`src/core/fcsp_pkg.sv`:
```
// Shared constants and types of the flash control, status and protect block
package fcsp_pkg;

   // ==========================================================
   // Register map and field layout
   localparam logic [7:0]  SEC_CTRL_OFS   = 8'h10;
   localparam logic [7:0]  OP_STATUS_OFS  = 8'h20;
   localparam logic [7:0]  PROT_STAT_OFS  = 8'h30;
   localparam int          SEC_EN_BIT     = 0;
   localparam int          READY_BIT      = 0;
   localparam int          NUM_BLOCKS     = 4;
   localparam logic [31:0] SEC_CTRL_RST   = 32'h0000_0001;
   localparam logic [31:0] OP_STATUS_RST  = 32'h0000_0001;
   localparam logic [31:0] UNLOCK_CODE    = 32'hA74A_9D23;

   // ==========================================================
   // Timing
   localparam int          CLK_PERIOD_NS  = 40;
   localparam int          UNLOCK_WIN_CLK = 16;
   localparam logic [4:0]  UNLOCK_LOAD    = 5'h10;
   localparam int          RESET_MIN_NS   = 500;
   localparam int          RESET_MIN_CYC  =
      (RESET_MIN_NS + CLK_PERIOD_NS - 1) / CLK_PERIOD_NS;
   localparam int          RECOVER_US     = 2000;
   localparam int          RECOVER_CYC    =
      (RECOVER_US * 1000 + CLK_PERIOD_NS - 1) / CLK_PERIOD_NS;
   localparam int          SETTLE_US      = 200;
   localparam int          SETTLE_CYC     =
      (SETTLE_US * 1000 + CLK_PERIOD_NS - 1) / CLK_PERIOD_NS;

   // ==========================================================
   // Automatic operations
   localparam logic [1:0]  OP_PAGE_PROG   = 2'h0;
   localparam logic [1:0]  OP_CHIP_ERASE  = 2'h1;
   localparam logic [1:0]  OP_BLOCK_ERASE = 2'h2;

   typedef enum logic [2:0] {
      FCSP_ST_READY  = 3'h1,
      FCSP_ST_BUSY   = 3'h2,
      FCSP_ST_FAILED = 3'h4
   } fcsp_state_e;

endpackage

```
`src/core/fcsp_timer.sv`:
```
// Down counter that holds a busy level for a loaded number of cycles
`timescale 1ns/1ns
module fcsp_timer #(
   parameter int CNT_W = 16,
   parameter int LOAD  = 50000
) (
   input  wire logic core_clk,
   input  wire logic rst_n,
   input  wire logic start,
   output logic      running
);

   localparam logic [CNT_W-1:0] LOAD_V = CNT_W'(LOAD);

   logic [CNT_W-1:0] count_q;

   // ==========================================================
   // Counter
   always_ff @(posedge core_clk or negedge rst_n) begin
      if (!rst_n) begin
         count_q <= '0;
      end else if (start) begin
         count_q <= LOAD_V;
      end else if (count_q != '0) begin
         count_q <= count_q - CNT_W'(1);
      end
   end

   assign running = (count_q != '0);

endmodule

```
`src/core/fcsp_top.sv`:
```
// Control, status and protect front end of the flash program/erase sequencer
`timescale 1ns/1ns
// Overview of operation
// - Ready/busy flag reads 0 while an automatic operation runs.
// - Successful completion sets flag to 1; next command is accepted.
// - Failed operation keeps flag at 0 until hardware reset.
// - Command while busy is dropped; later commands refused until reset.
// - Reset without cold start during an operation blocks array reads for about 2 ms.
// - Security enable bit 0 is read/write; 1 enables, 0 disables.
// - Security register reset only by cold start, enable comes up 1.
// - Protect status bits 3..0 report each block; 1 is protected.
// - Programming a protected block is refused.
// - Protect status loads stored non-volatile bits after reset.
// - No array data to reads or fetches during write or erase.
// - A complete command runs internally with no software help.
// - Page program, whole-array erase and single block erase exist.
// - Write and erase are inhibited per protected block.
// - Security at 0x10, status at 0x20, protect status at 0x30.
// - Security active only with enable 1 and all blocks protected.
// - Out-of-order command cycles abandon command, back to read mode.
// - Accepted final command write starts operation, clears flag.
module fcsp_top #(
   parameter int RECOVER_CYC = fcsp_pkg::RECOVER_CYC,
   parameter int NBLK        = fcsp_pkg::NUM_BLOCKS
) (
   input  wire logic        core_clk,
   input  wire logic        rst_n,
   input  wire logic        cold_start_reset_n,
   input  wire logic [7:0]  reg_addr,
   input  wire logic [31:0] reg_wdata,
   input  wire logic        reg_wr,
   input  wire logic        reg_rd,
   output logic      [31:0] reg_rdata,
   input  wire logic        cmd_start,
   input  wire logic [1:0]  cmd_op,
   input  wire logic [1:0]  cmd_block,
   input  wire logic        cmd_seq_error,
   input  wire logic        op_done,
   input  wire logic        op_fail,
   input  wire logic [3:0]  nv_protect,
   output logic             op_go,
   output logic      [1:0]  op_kind,
   output logic      [3:0]  op_block_mask,
   output logic             ready_busy_flag,
   output logic             array_read_enable,
   output logic             security_active,
   output logic             cmd_refused,
   output logic             cmd_abandoned
);

   // ==========================================================
   // Helpers
   function automatic logic [3:0] target_mask(
      input logic [1:0] op,
      input logic [1:0] blk,
      input logic [3:0] prot
   );
      logic [3:0] m;
      m = 4'h0;
      if (op == fcsp_pkg::OP_CHIP_ERASE) begin
         m = ~prot;
      end else if (op == fcsp_pkg::OP_PAGE_PROG ||
                   op == fcsp_pkg::OP_BLOCK_ERASE) begin
         m = (4'h1 << blk) & ~prot;
      end
      return m;
   endfunction

   fcsp_pkg::fcsp_state_e state_q;
   fcsp_pkg::fcsp_state_e state_d;
   logic [3:0]  prot_q;
   logic        prot_load_q;
   logic        sec_q;
   logic [4:0]  unlock_cnt_q;
   logic        lockout_q;
   logic        op_mark_q;
   logic        boot_q;
   logic        recover_start;
   logic        recovering;
   logic [3:0]  cand_mask;
   logic        accept;
   logic        busy_cmd;
   logic        sec_active_d;

   assign cand_mask    = target_mask(cmd_op, cmd_block, prot_q);
   assign sec_active_d = sec_q & (&prot_q);
   assign busy_cmd     = cmd_start & (state_q != fcsp_pkg::FCSP_ST_READY);
   assign accept = cmd_start & (state_q == fcsp_pkg::FCSP_ST_READY) &
                   !lockout_q & !security_active & !cmd_seq_error &
                   (cand_mask != 4'h0);

   // ==========================================================
   // Sequencer state
   always_comb begin
      state_d = state_q;
      unique case (state_q)
         fcsp_pkg::FCSP_ST_READY: begin
            if (accept) begin
               state_d = fcsp_pkg::FCSP_ST_BUSY;
            end
         end
         fcsp_pkg::FCSP_ST_BUSY: begin
            if (op_fail) begin
               state_d = fcsp_pkg::FCSP_ST_FAILED;
            end else if (op_done) begin
               state_d = fcsp_pkg::FCSP_ST_READY;
            end
         end
         fcsp_pkg::FCSP_ST_FAILED: begin
            state_d = fcsp_pkg::FCSP_ST_FAILED;
         end
         default: begin
            state_d = fcsp_pkg::FCSP_ST_READY;
         end
      endcase
   end

   always_ff @(posedge core_clk or negedge rst_n) begin
      if (!rst_n) begin
         state_q <= fcsp_pkg::FCSP_ST_READY;
      end else begin
         state_q <= state_d;
      end
   end

   always_ff @(posedge core_clk or negedge rst_n) begin
      if (!rst_n) begin
         ready_busy_flag <= fcsp_pkg::OP_STATUS_RST[fcsp_pkg::READY_BIT];
      end else begin
         ready_busy_flag <= (state_d == fcsp_pkg::FCSP_ST_READY);
      end
   end

   // ==========================================================
   // Operation launch
   // Launch internal operation
   always_ff @(posedge core_clk or negedge rst_n) begin
      if (!rst_n) begin
         op_go         <= 1'b0;
         op_kind       <= fcsp_pkg::OP_PAGE_PROG;
         op_block_mask <= 4'h0;
      end else begin
         op_go <= accept;
         if (accept) begin
            op_kind       <= cmd_op;
            op_block_mask <= cand_mask;
         end
      end
   end

   always_ff @(posedge core_clk or negedge rst_n) begin
      if (!rst_n) begin
         lockout_q <= 1'b0;
      end else if (busy_cmd) begin
         lockout_q <= 1'b1;
      end
   end

   always_ff @(posedge core_clk or negedge rst_n) begin
      if (!rst_n) begin
         cmd_refused   <= 1'b0;
         cmd_abandoned <= 1'b0;
      end else begin
         cmd_refused   <= cmd_start & !accept;
         cmd_abandoned <= cmd_seq_error &
                          (state_q == fcsp_pkg::FCSP_ST_READY);
      end
   end

   // ==========================================================
   // Protect status
   // Load stored protect bits
   always_ff @(posedge core_clk or negedge rst_n) begin
      if (!rst_n) begin
         prot_load_q <= 1'b1;
         prot_q      <= 4'h0;
      end else begin
         prot_load_q <= 1'b0;
         if (prot_load_q || (op_done && !op_fail)) begin
            prot_q <= nv_protect;
         end
      end
   end

   // ==========================================================
   // Security register
   always_ff @(posedge core_clk or negedge rst_n) begin
      if (!rst_n) begin
         unlock_cnt_q <= 5'h0;
      end else if (reg_wr && reg_addr == fcsp_pkg::SEC_CTRL_OFS) begin
         unlock_cnt_q <= (reg_wdata == fcsp_pkg::UNLOCK_CODE) ?
                         fcsp_pkg::UNLOCK_LOAD : 5'h0;
      end else if (unlock_cnt_q != 5'h0) begin
         unlock_cnt_q <= unlock_cnt_q - 5'h1;
      end
   end

   always_ff @(posedge core_clk or negedge cold_start_reset_n) begin
      if (!cold_start_reset_n) begin
         sec_q <= fcsp_pkg::SEC_CTRL_RST[fcsp_pkg::SEC_EN_BIT];
      end else if (reg_wr && reg_addr == fcsp_pkg::SEC_CTRL_OFS &&
                   unlock_cnt_q != 5'h0 &&
                   reg_wdata != fcsp_pkg::UNLOCK_CODE) begin
         sec_q <= reg_wdata[fcsp_pkg::SEC_EN_BIT];
      end
   end

   always_ff @(posedge core_clk or negedge rst_n) begin
      if (!rst_n) begin
         security_active <= 1'b0;
      end else begin
         security_active <= sec_active_d;
      end
   end

   // ==========================================================
   // Reset recovery and read gating
   always_ff @(posedge core_clk or negedge cold_start_reset_n) begin
      if (!cold_start_reset_n) begin
         op_mark_q <= 1'b0;
      end else if (accept) begin
         op_mark_q <= 1'b1;
      end else if (recovering ||
                   (state_q == fcsp_pkg::FCSP_ST_BUSY && op_done &&
                    !op_fail)) begin
         op_mark_q <= 1'b0;
      end
   end

   always_ff @(posedge core_clk or negedge rst_n) begin
      if (!rst_n) begin
         boot_q <= 1'b1;
      end else begin
         boot_q <= 1'b0;
      end
   end

   assign recover_start = boot_q & op_mark_q;

   fcsp_timer #(
      .CNT_W (16),
      .LOAD  (RECOVER_CYC)
   ) u_recover (
      .core_clk (core_clk),
      .rst_n    (rst_n),
      .start    (recover_start),
      .running  (recovering)
   );

   always_ff @(posedge core_clk or negedge rst_n) begin
      if (!rst_n) begin
         array_read_enable <= 1'b0;
      end else begin
         array_read_enable <= (state_d == fcsp_pkg::FCSP_ST_READY) &&
                              !recovering && !recover_start && !boot_q;
      end
   end

   // ==========================================================
   // Register read port
   // Address decode
   always_ff @(posedge core_clk or negedge rst_n) begin
      if (!rst_n) begin
         reg_rdata <= 32'h0000_0000;
      end else if (reg_rd) begin
         unique case (reg_addr)
            fcsp_pkg::SEC_CTRL_OFS:  reg_rdata <= {31'h0, sec_q};
            fcsp_pkg::OP_STATUS_OFS: reg_rdata <= {31'h0, ready_busy_flag};
            fcsp_pkg::PROT_STAT_OFS: reg_rdata <= {28'h0, prot_q};
            default:                 reg_rdata <= 32'h0000_0000;
         endcase
      end else begin
         reg_rdata <= 32'h0000_0000;
      end
   end
endmodule

```
`config.mk`:
```
export PLATFORM = sky130hd
export DESIGN_NAME = fcsp_top
export DESIGN_NICKNAME = d
export VERILOG_FILES = /design/src/core/fcsp_pkg.sv /design/src/core/fcsp_timer.sv /design/src/core/fcsp_top.sv
export SDC_FILE = /design/constraint.sdc
export NUM_CORES = 1
export LEC_CHECK = 0
export BUFFER_PORTS_ARGS = -buffer_cell sky130_fd_sc_hd__buf_2
export CAP_MARGIN = 20
export CORE_MARGIN = 5
export CORE_UTILIZATION = 50
export CTS_CLUSTER_SIZE = 25
export DETAILED_ROUTE_END_ITERATION = 10
export PLACE_DENSITY = 0.81
export SYNTH_ARGS = -nofsm -noshare
export SYNTH_HDL_FRONTEND = slang
export SYNTH_SLANG_ARGS = --single-unit
```
`constraint.sdc`:
```
create_clock -name core_clk -period 5.3 [get_ports core_clk]
set_input_delay 0.265 -clock core_clk [delete_from_list [all_inputs] [get_ports core_clk]]
set_output_delay 0.265 -clock core_clk [all_outputs]
set_load 0.02 [all_outputs]
```
==> metrics, run 1 <==
clk_lat worst skew 300 ps; CORE AREA 5140 um2; most common cell after layout, fill and taps aside buf_2; hold_buf cts 1; top cell type's share of synthesized area 0.414; sequential share of the synthesized area 0.453; post-synth top area cell dfrtp_1; unrepaired setup endpoints after global routing false; Final WS setup 3100 ps; vias per inst 5.27; Max clock buf depth 2; HP Class in -> reg; Clock Sinks 48; Final Skew 12.7 ps; max-slew violation count 0; post-route minimum period 2200 ps; relative slew slack 0.531; wire per inst 14.4 um; post-synthesis register bit count 48; gr usage total 0.178; vias in the first global route 2214; Post-route DRC 0; worst r2r src u_recover.count_q[0]; diode count 0; Detailed Routing Iterations Pass 1 4; synth unique cells 55; Cells after Synth 261; CP max-delay cell or4_1; GRT overflow 0; Required @ worst endpoint 5530 ps; Worst EP arrival 2430 ps; initial antenna violation count 0; largest net degree at the start of global routing 47; WS Path Type reg -> reg; H-tree levels 2; R2R setup slack 3100 ps; synthesized area 2660 um2; Pwr Total 1.27 mW; port bufs 72; nature of the critical path startpoint flip-flop; worst-path fanout max 7; number of setup buffers added after CTS 0; gpl congestion 0.837; Area Growth Syn to Fin 18.0%; die width 83.0 um; row count 26; IO Count 101; period utilisation layout 0.415; worst hold start cmd_seq_error; CP Capture Type flip-flop; Die Y 83.0 um; Clk pin slew, worst setup/hold paths 90 ps; synth warn 0; asr flop ratio synth 1.00; dominant cells by area after synthesis dfrtp_1 41%, buf_4 7.9%, mux2_2 6.8%, dfstp_2 3.9%, nand2_1 2.5%; FMAX 0.455 GHz; Hold Path End cmd_abandoned; measured slew at the worst slew-check pin 696 ps; Setup-failing EPs final 0; root buf cell clkbuf_8; Final Hold Vio Count 0; r2r worst-path depth 6; syn avg cell area 10.2 um2; first-pass GRT wire length 10200 um; Worst Hold Path Cells 2; critical path cell sequence inv_1, ha_1, nor3b_1, nand3_1, or4_1, a21oi_1; reg2reg end u_recover.count_q[10]; Max IR drop VDD 0.201 mV; status completed; CTS tree done; Worst path max stage delay 520 ps; Initial Util 0.518; CTS resizes 0; layout cell share with drive strength beyond 1 0.323; Inserted Clock Buffers 5; initial DRC count 102; Final nets 400; Final ANT Viol Nets 0; hpwl dp 4520 um; pre-CTS setup slack 3150 ps; Leakage 1.48 nW; top_reg_cell synth dfrtp_1; via count of the routed design 2168; number of flops mapped to enable cells by yosys 0; commonest cells after routing, fill and taps aside 72 x buf_2, 44 x dfrtp_1, 29 x conb_1; Final Routed Wirelength 5920 um; Die ar. 6880 um2; maxcap violations 0; setup TNS 0 ps; PD cells 405 nW/um2
area by class of cell:
cell class	instances	area, um2
clock buffer	6	72.6
clock inverter	2	35.0
fill	451	2000
inverter	7	26.3
multi-input combinational	203	1310
sequential	48	1210
tap	70	87.6
timing repair buffer	75	400
critical path, delay by kind of cell, from the launching register on:
family,cells,cell delay (ps)
buffers and inverters,1,90
AO/OA/AOI/OAI,1,150
flip-flops,1,430
adder cells (fa/ha/maj),1,190
AND/OR/NAND/NOR,3,1260
logic make-up after synthesis:
family / share of synthesized area
AOI/OAI and AO/OA: 0.0964
xor gates and xnor gates: 0.00987
adders and majority gates: 0.0141
buffers and inverters: 0.0936
DFF: 0.453
muxes: 0.0865
other: 0.00141
and+or+nand+nor: 0.245
worst max path at each step:
stage          depth (start not counted)            startpoint                     to  slack (ps)
6_report                               6  u_recover.count_q[0]  u_recover.count_q[10]        3100
5_1_grt                                6  u_recover.count_q[0]  u_recover.count_q[10]        2880
4_1_cts                                6  u_recover.count_q[0]  u_recover.count_q[10]        3110
3_5_place_dp                           6  u_recover.count_q[0]  u_recover.count_q[10]        3150
3_3_place_gp                           6  u_recover.count_q[0]  u_recover.count_q[10]        3230
2_1_floorplan                          4       security_active             op_kind[0]        3320
per-layer routing:
metal,part of all wire,wire length [um],GRT usage
met5,0,0,0
met3,0.075,444,0.0436
met1,0.44,2580,0.239
met4,0.011,63,0.0490
met2,0.48,2830,0.289
synth_stat cells, drive strengths merged, types with 2 or more instances:
library cell and count:
nand3b 2, dfrtp 44, inv 7, a21oi 13
nor2 17, nand4 6, buf 30, or3b 2
mux2i 5, nor4b 2, nand3 4, dfstp 4
nor2b 6, nor4bb 3, ha 3, nor4 4
nand2b 5, or4 5, nor3 11, nand2 18
or4b 2, o21ai 5, or2 2, or3 6
o31ai 4, and2 6, nor3b 3, a211oi 4
mux2 16, and3 2, xnor2 2, o211ai 2
state kept, by name, summed over array words and instances (netlist names):
register           cells
reg_rdata              4
op_mark_q              1
cmd_refused            1
security_active        1
array_read_enable      1
cmd_abandoned          1
lockout_q              1
boot_q                 1
ready_busy_flag        1
state_q                3
prot_q                 4
sec_q                  1
unlock_cnt_q           5
op_block_mask          4
u_recover.count_q     16
op_go                  1
op_kind                2
metrics by stage:
stage	instance area, um2	std cells	utilization	hold WS (ps)
3_3_place_gp	2990	400	0.582	66.3
4_1_cts	3110	409	0.605	156
3_5_place_dp	2990	400	0.582	60.0
6_report	3140	411	0.611	181
2_1_floorplan	2770	289	-	-30.6
5_1_grt	3140	411	0.611	178
where the power goes:
part | switching, mW | total (mW) | internal, mW
clock | 0.124 | 0.264 | 0.140
sequential | 0.106 | 0.584 | 0.478
combinational | 0.238 | 0.425 | 0.187
Note: power is estimated with default switching activity, not from simulation.
==> inputs of run 2 (changes only) <==
Settings changed: CORE_UTILIZATION 50 to 44, PLACE_DENSITY 0.81 to 0.76.
Clock period 5.3 ns to 1.9 ns, I/O delays scaled along.
==> metrics, run 2 (synthesized netlist as in run 1, its figures left out) <==
gr usage total 0.164 (was 0.178); FILL cells 504 (was 451); vias in the first global route 2211 (was 2214); fin util 0.578 (was 0.611); H-tree levels 2 (unchanged); period utilisation layout 1.04 (was 0.415); wire per inst 14.4 um (about the same); Top Registers u_recover.count_q (16), unlock_cnt_q (5) (unchanged); R2R setup slack -80 ps (was 3100 ps); reg2reg end op_kind[0] (was u_recover.count_q[10]); row count 28 (was 26); vias per inst 5.13 (was 5.27); Final Routed Wirelength 6290 um (was 5920 um); Leakage 1.60 nW (was 1.48 nW); Post-route DRC 0 (unchanged); switch share 0.363 (was 0.367); port bufs 72 (unchanged); Worst Hold Path Cells 2 (unchanged); commonest cells after routing, fill and taps aside 72 x buf_2, 44 x dfrtp_1, 29 x conb_1 (unchanged); die width 87.8 um (was 83.0 um); nature of the critical path startpoint flip-flop (unchanged); relative slew slack 0.562 (was 0.531); combinational share of power 0.370 (was 0.334); Flop pwr share 0.425 (was 0.459); root buf cell clkbuf_8 (unchanged); maxcap violations 0 (unchanged); Largest register FFs 16 (unchanged); Setup-failing EPs final 6 (was 0); initial antenna violation count 0 (unchanged); first-pass GRT wire length 9900 um (was 10200 um); measured slew at the worst slew-check pin 657 ps (was 696 ps); status finished, violations left (was completed); PD cells 1130 nW/um2 (was 405 nW/um2); failing checks negative setup slack; via count of the routed design 2246 (was 2168); P_sw 1.39 mW (was 468 uW); Required @ worst endpoint 2100 ps (was 5530 ps); Die Y 87.8 um (was 83.0 um); largest net degree at the start of global routing 32 (was 47); Inserted Clock Buffers 5 (unchanged); Final Skew 8.03 ps (was 12.7 ps); DP Area 3150 um2 (was 2990 um2); Initial Util 0.452 (was 0.518); Int Pwr 2.44 mW (was 805 uW); Final ANT Viol Nets 0 (unchanged); hpwl dp 4870 um (was 4520 um); HP Class in -> reg (unchanged); worst r2r src lockout_q (was u_recover.count_q[0]); worst hold start nv_protect[1] (was cmd_seq_error); Max IR drop VDD 0.605 mV (was 0.201 mV); IO Count 101 (unchanged); Setup crit start lockout_q (was u_recover.count_q[0]); Area Growth Syn to Fin 27.8% (was 18.0%); initial DRC count 70 (was 102); CTS tree done (unchanged); Final nets 422 (was 400); FMAX 0.506 GHz (was 0.455 GHz); worst-path fanout max 7 (unchanged); GRT overflow 0 (unchanged); max-slew violation count 0 (unchanged); Max clock buf depth 2 (unchanged); Detailed Routing Iterations Pass 1 4 (unchanged); Clock power frac 0.205 (was 0.207); Hold Path End prot_q[1] (was cmd_abandoned); CP Capture Type flip-flop (unchanged); gpl congestion 0.817 (was 0.837); r2r worst-path depth 5 (was 6); clk_lat worst skew 300 ps (about the same); CORE AREA 5890 um2 (was 5140 um2); Clk pin slew, worst setup/hold paths 90 ps (about the same); layout cell share with drive strength beyond 1 0.402 (was 0.323); final instance area 3400 um2 (was 3140 um2); Final WS setup -78.0 ps (was 3100 ps); Worst EP arrival 2170 ps (was 2430 ps); most common cell after layout, fill and taps aside buf_2 (unchanged); post-route minimum period 1980 ps (was 2200 ps); Clock Sinks 48 (unchanged); diode count 0 (unchanged); Reg with most FFs u_recover.count_q (unchanged); Final Hold Vio Count 0 (unchanged); WS Path Type reg -> reg (unchanged); setup TNS -372 ps (was 0 ps); Die ar. 7700 um2 (was 6880 um2); unrepaired setup endpoints after global routing true (was false)
## run 2: timing repair
item,in CTS,in global routing
pin swaps,1,4
hold buffers,2,0
setup buffers,2,1
endpoints found under the setup margin,7,22
gates resized for setup,5,18
gates cloned,0,0
endpoints found under the hold margin,28,0
## run 2: routing by layer
metal	wire [um]	part of all wire	vias to the layer above	global-route usage
met3	382	0.061	9	0.0320
met5	0	0	-	0
met4	86	0.014	0	0.0516
li1	-	-	1097	-
met1	2670	0.42	1060	0.219
met2	3150	0.50	80	0.268
## run 2: power by group through the flow
stage	clock network, mW	registers (mW)	logic (mW)
2_1_floorplan	0	1.64	0.844
4_1_cts	0.799	1.59	1.33
6_report	0.787	1.63	1.42
3_3_place_gp	0	1.60	1.26
3_5_place_dp	0	1.62	1.31
5_1_grt	0.838	1.67	1.59
## run 2: worst max-delay path, stage by stage, from the launching register on
cell,delay (ps)
dfrtp_1,400
or4b_4,510
a221o_1,330
nor3_4,130
buf_6,160
mux2_2,330
## run 2: final cells by class
type                    instances  area, um2  area share
repair buffers                 97        557       0.164
flip-flops and latches         48       1210       0.355
inverters                       7       26.3     0.00772
well taps                      75       93.8      0.0276
clock inverters                 2       38.8      0.0114
multi-input cells             203       1400       0.411
clock buffers                   6       82.6      0.0243
## run 2: worst max-delay path by stage
stage                       end  slack [ps]
3_5_place_dp         op_kind[1]        -110
3_3_place_gp   op_block_mask[1]         -50
2_1_floorplan        op_kind[0]         -80
4_1_cts        op_block_mask[1]        -130
5_1_grt              op_kind[0]        -120
6_report             op_kind[0]         -80
## run 2: stage by stage
stage               std cells  power, mW  setup slack (ps)  hold WS (ps)
finish                    438       3.83             -78.0          20.6
floorplan                 289       2.49             -82.7          -201
CTS                       437       3.73              -126          9.05
global placement          425       2.86             -48.2          -101
detailed placement        425       2.93              -114          -105
global route              438       4.09              -115          24.6
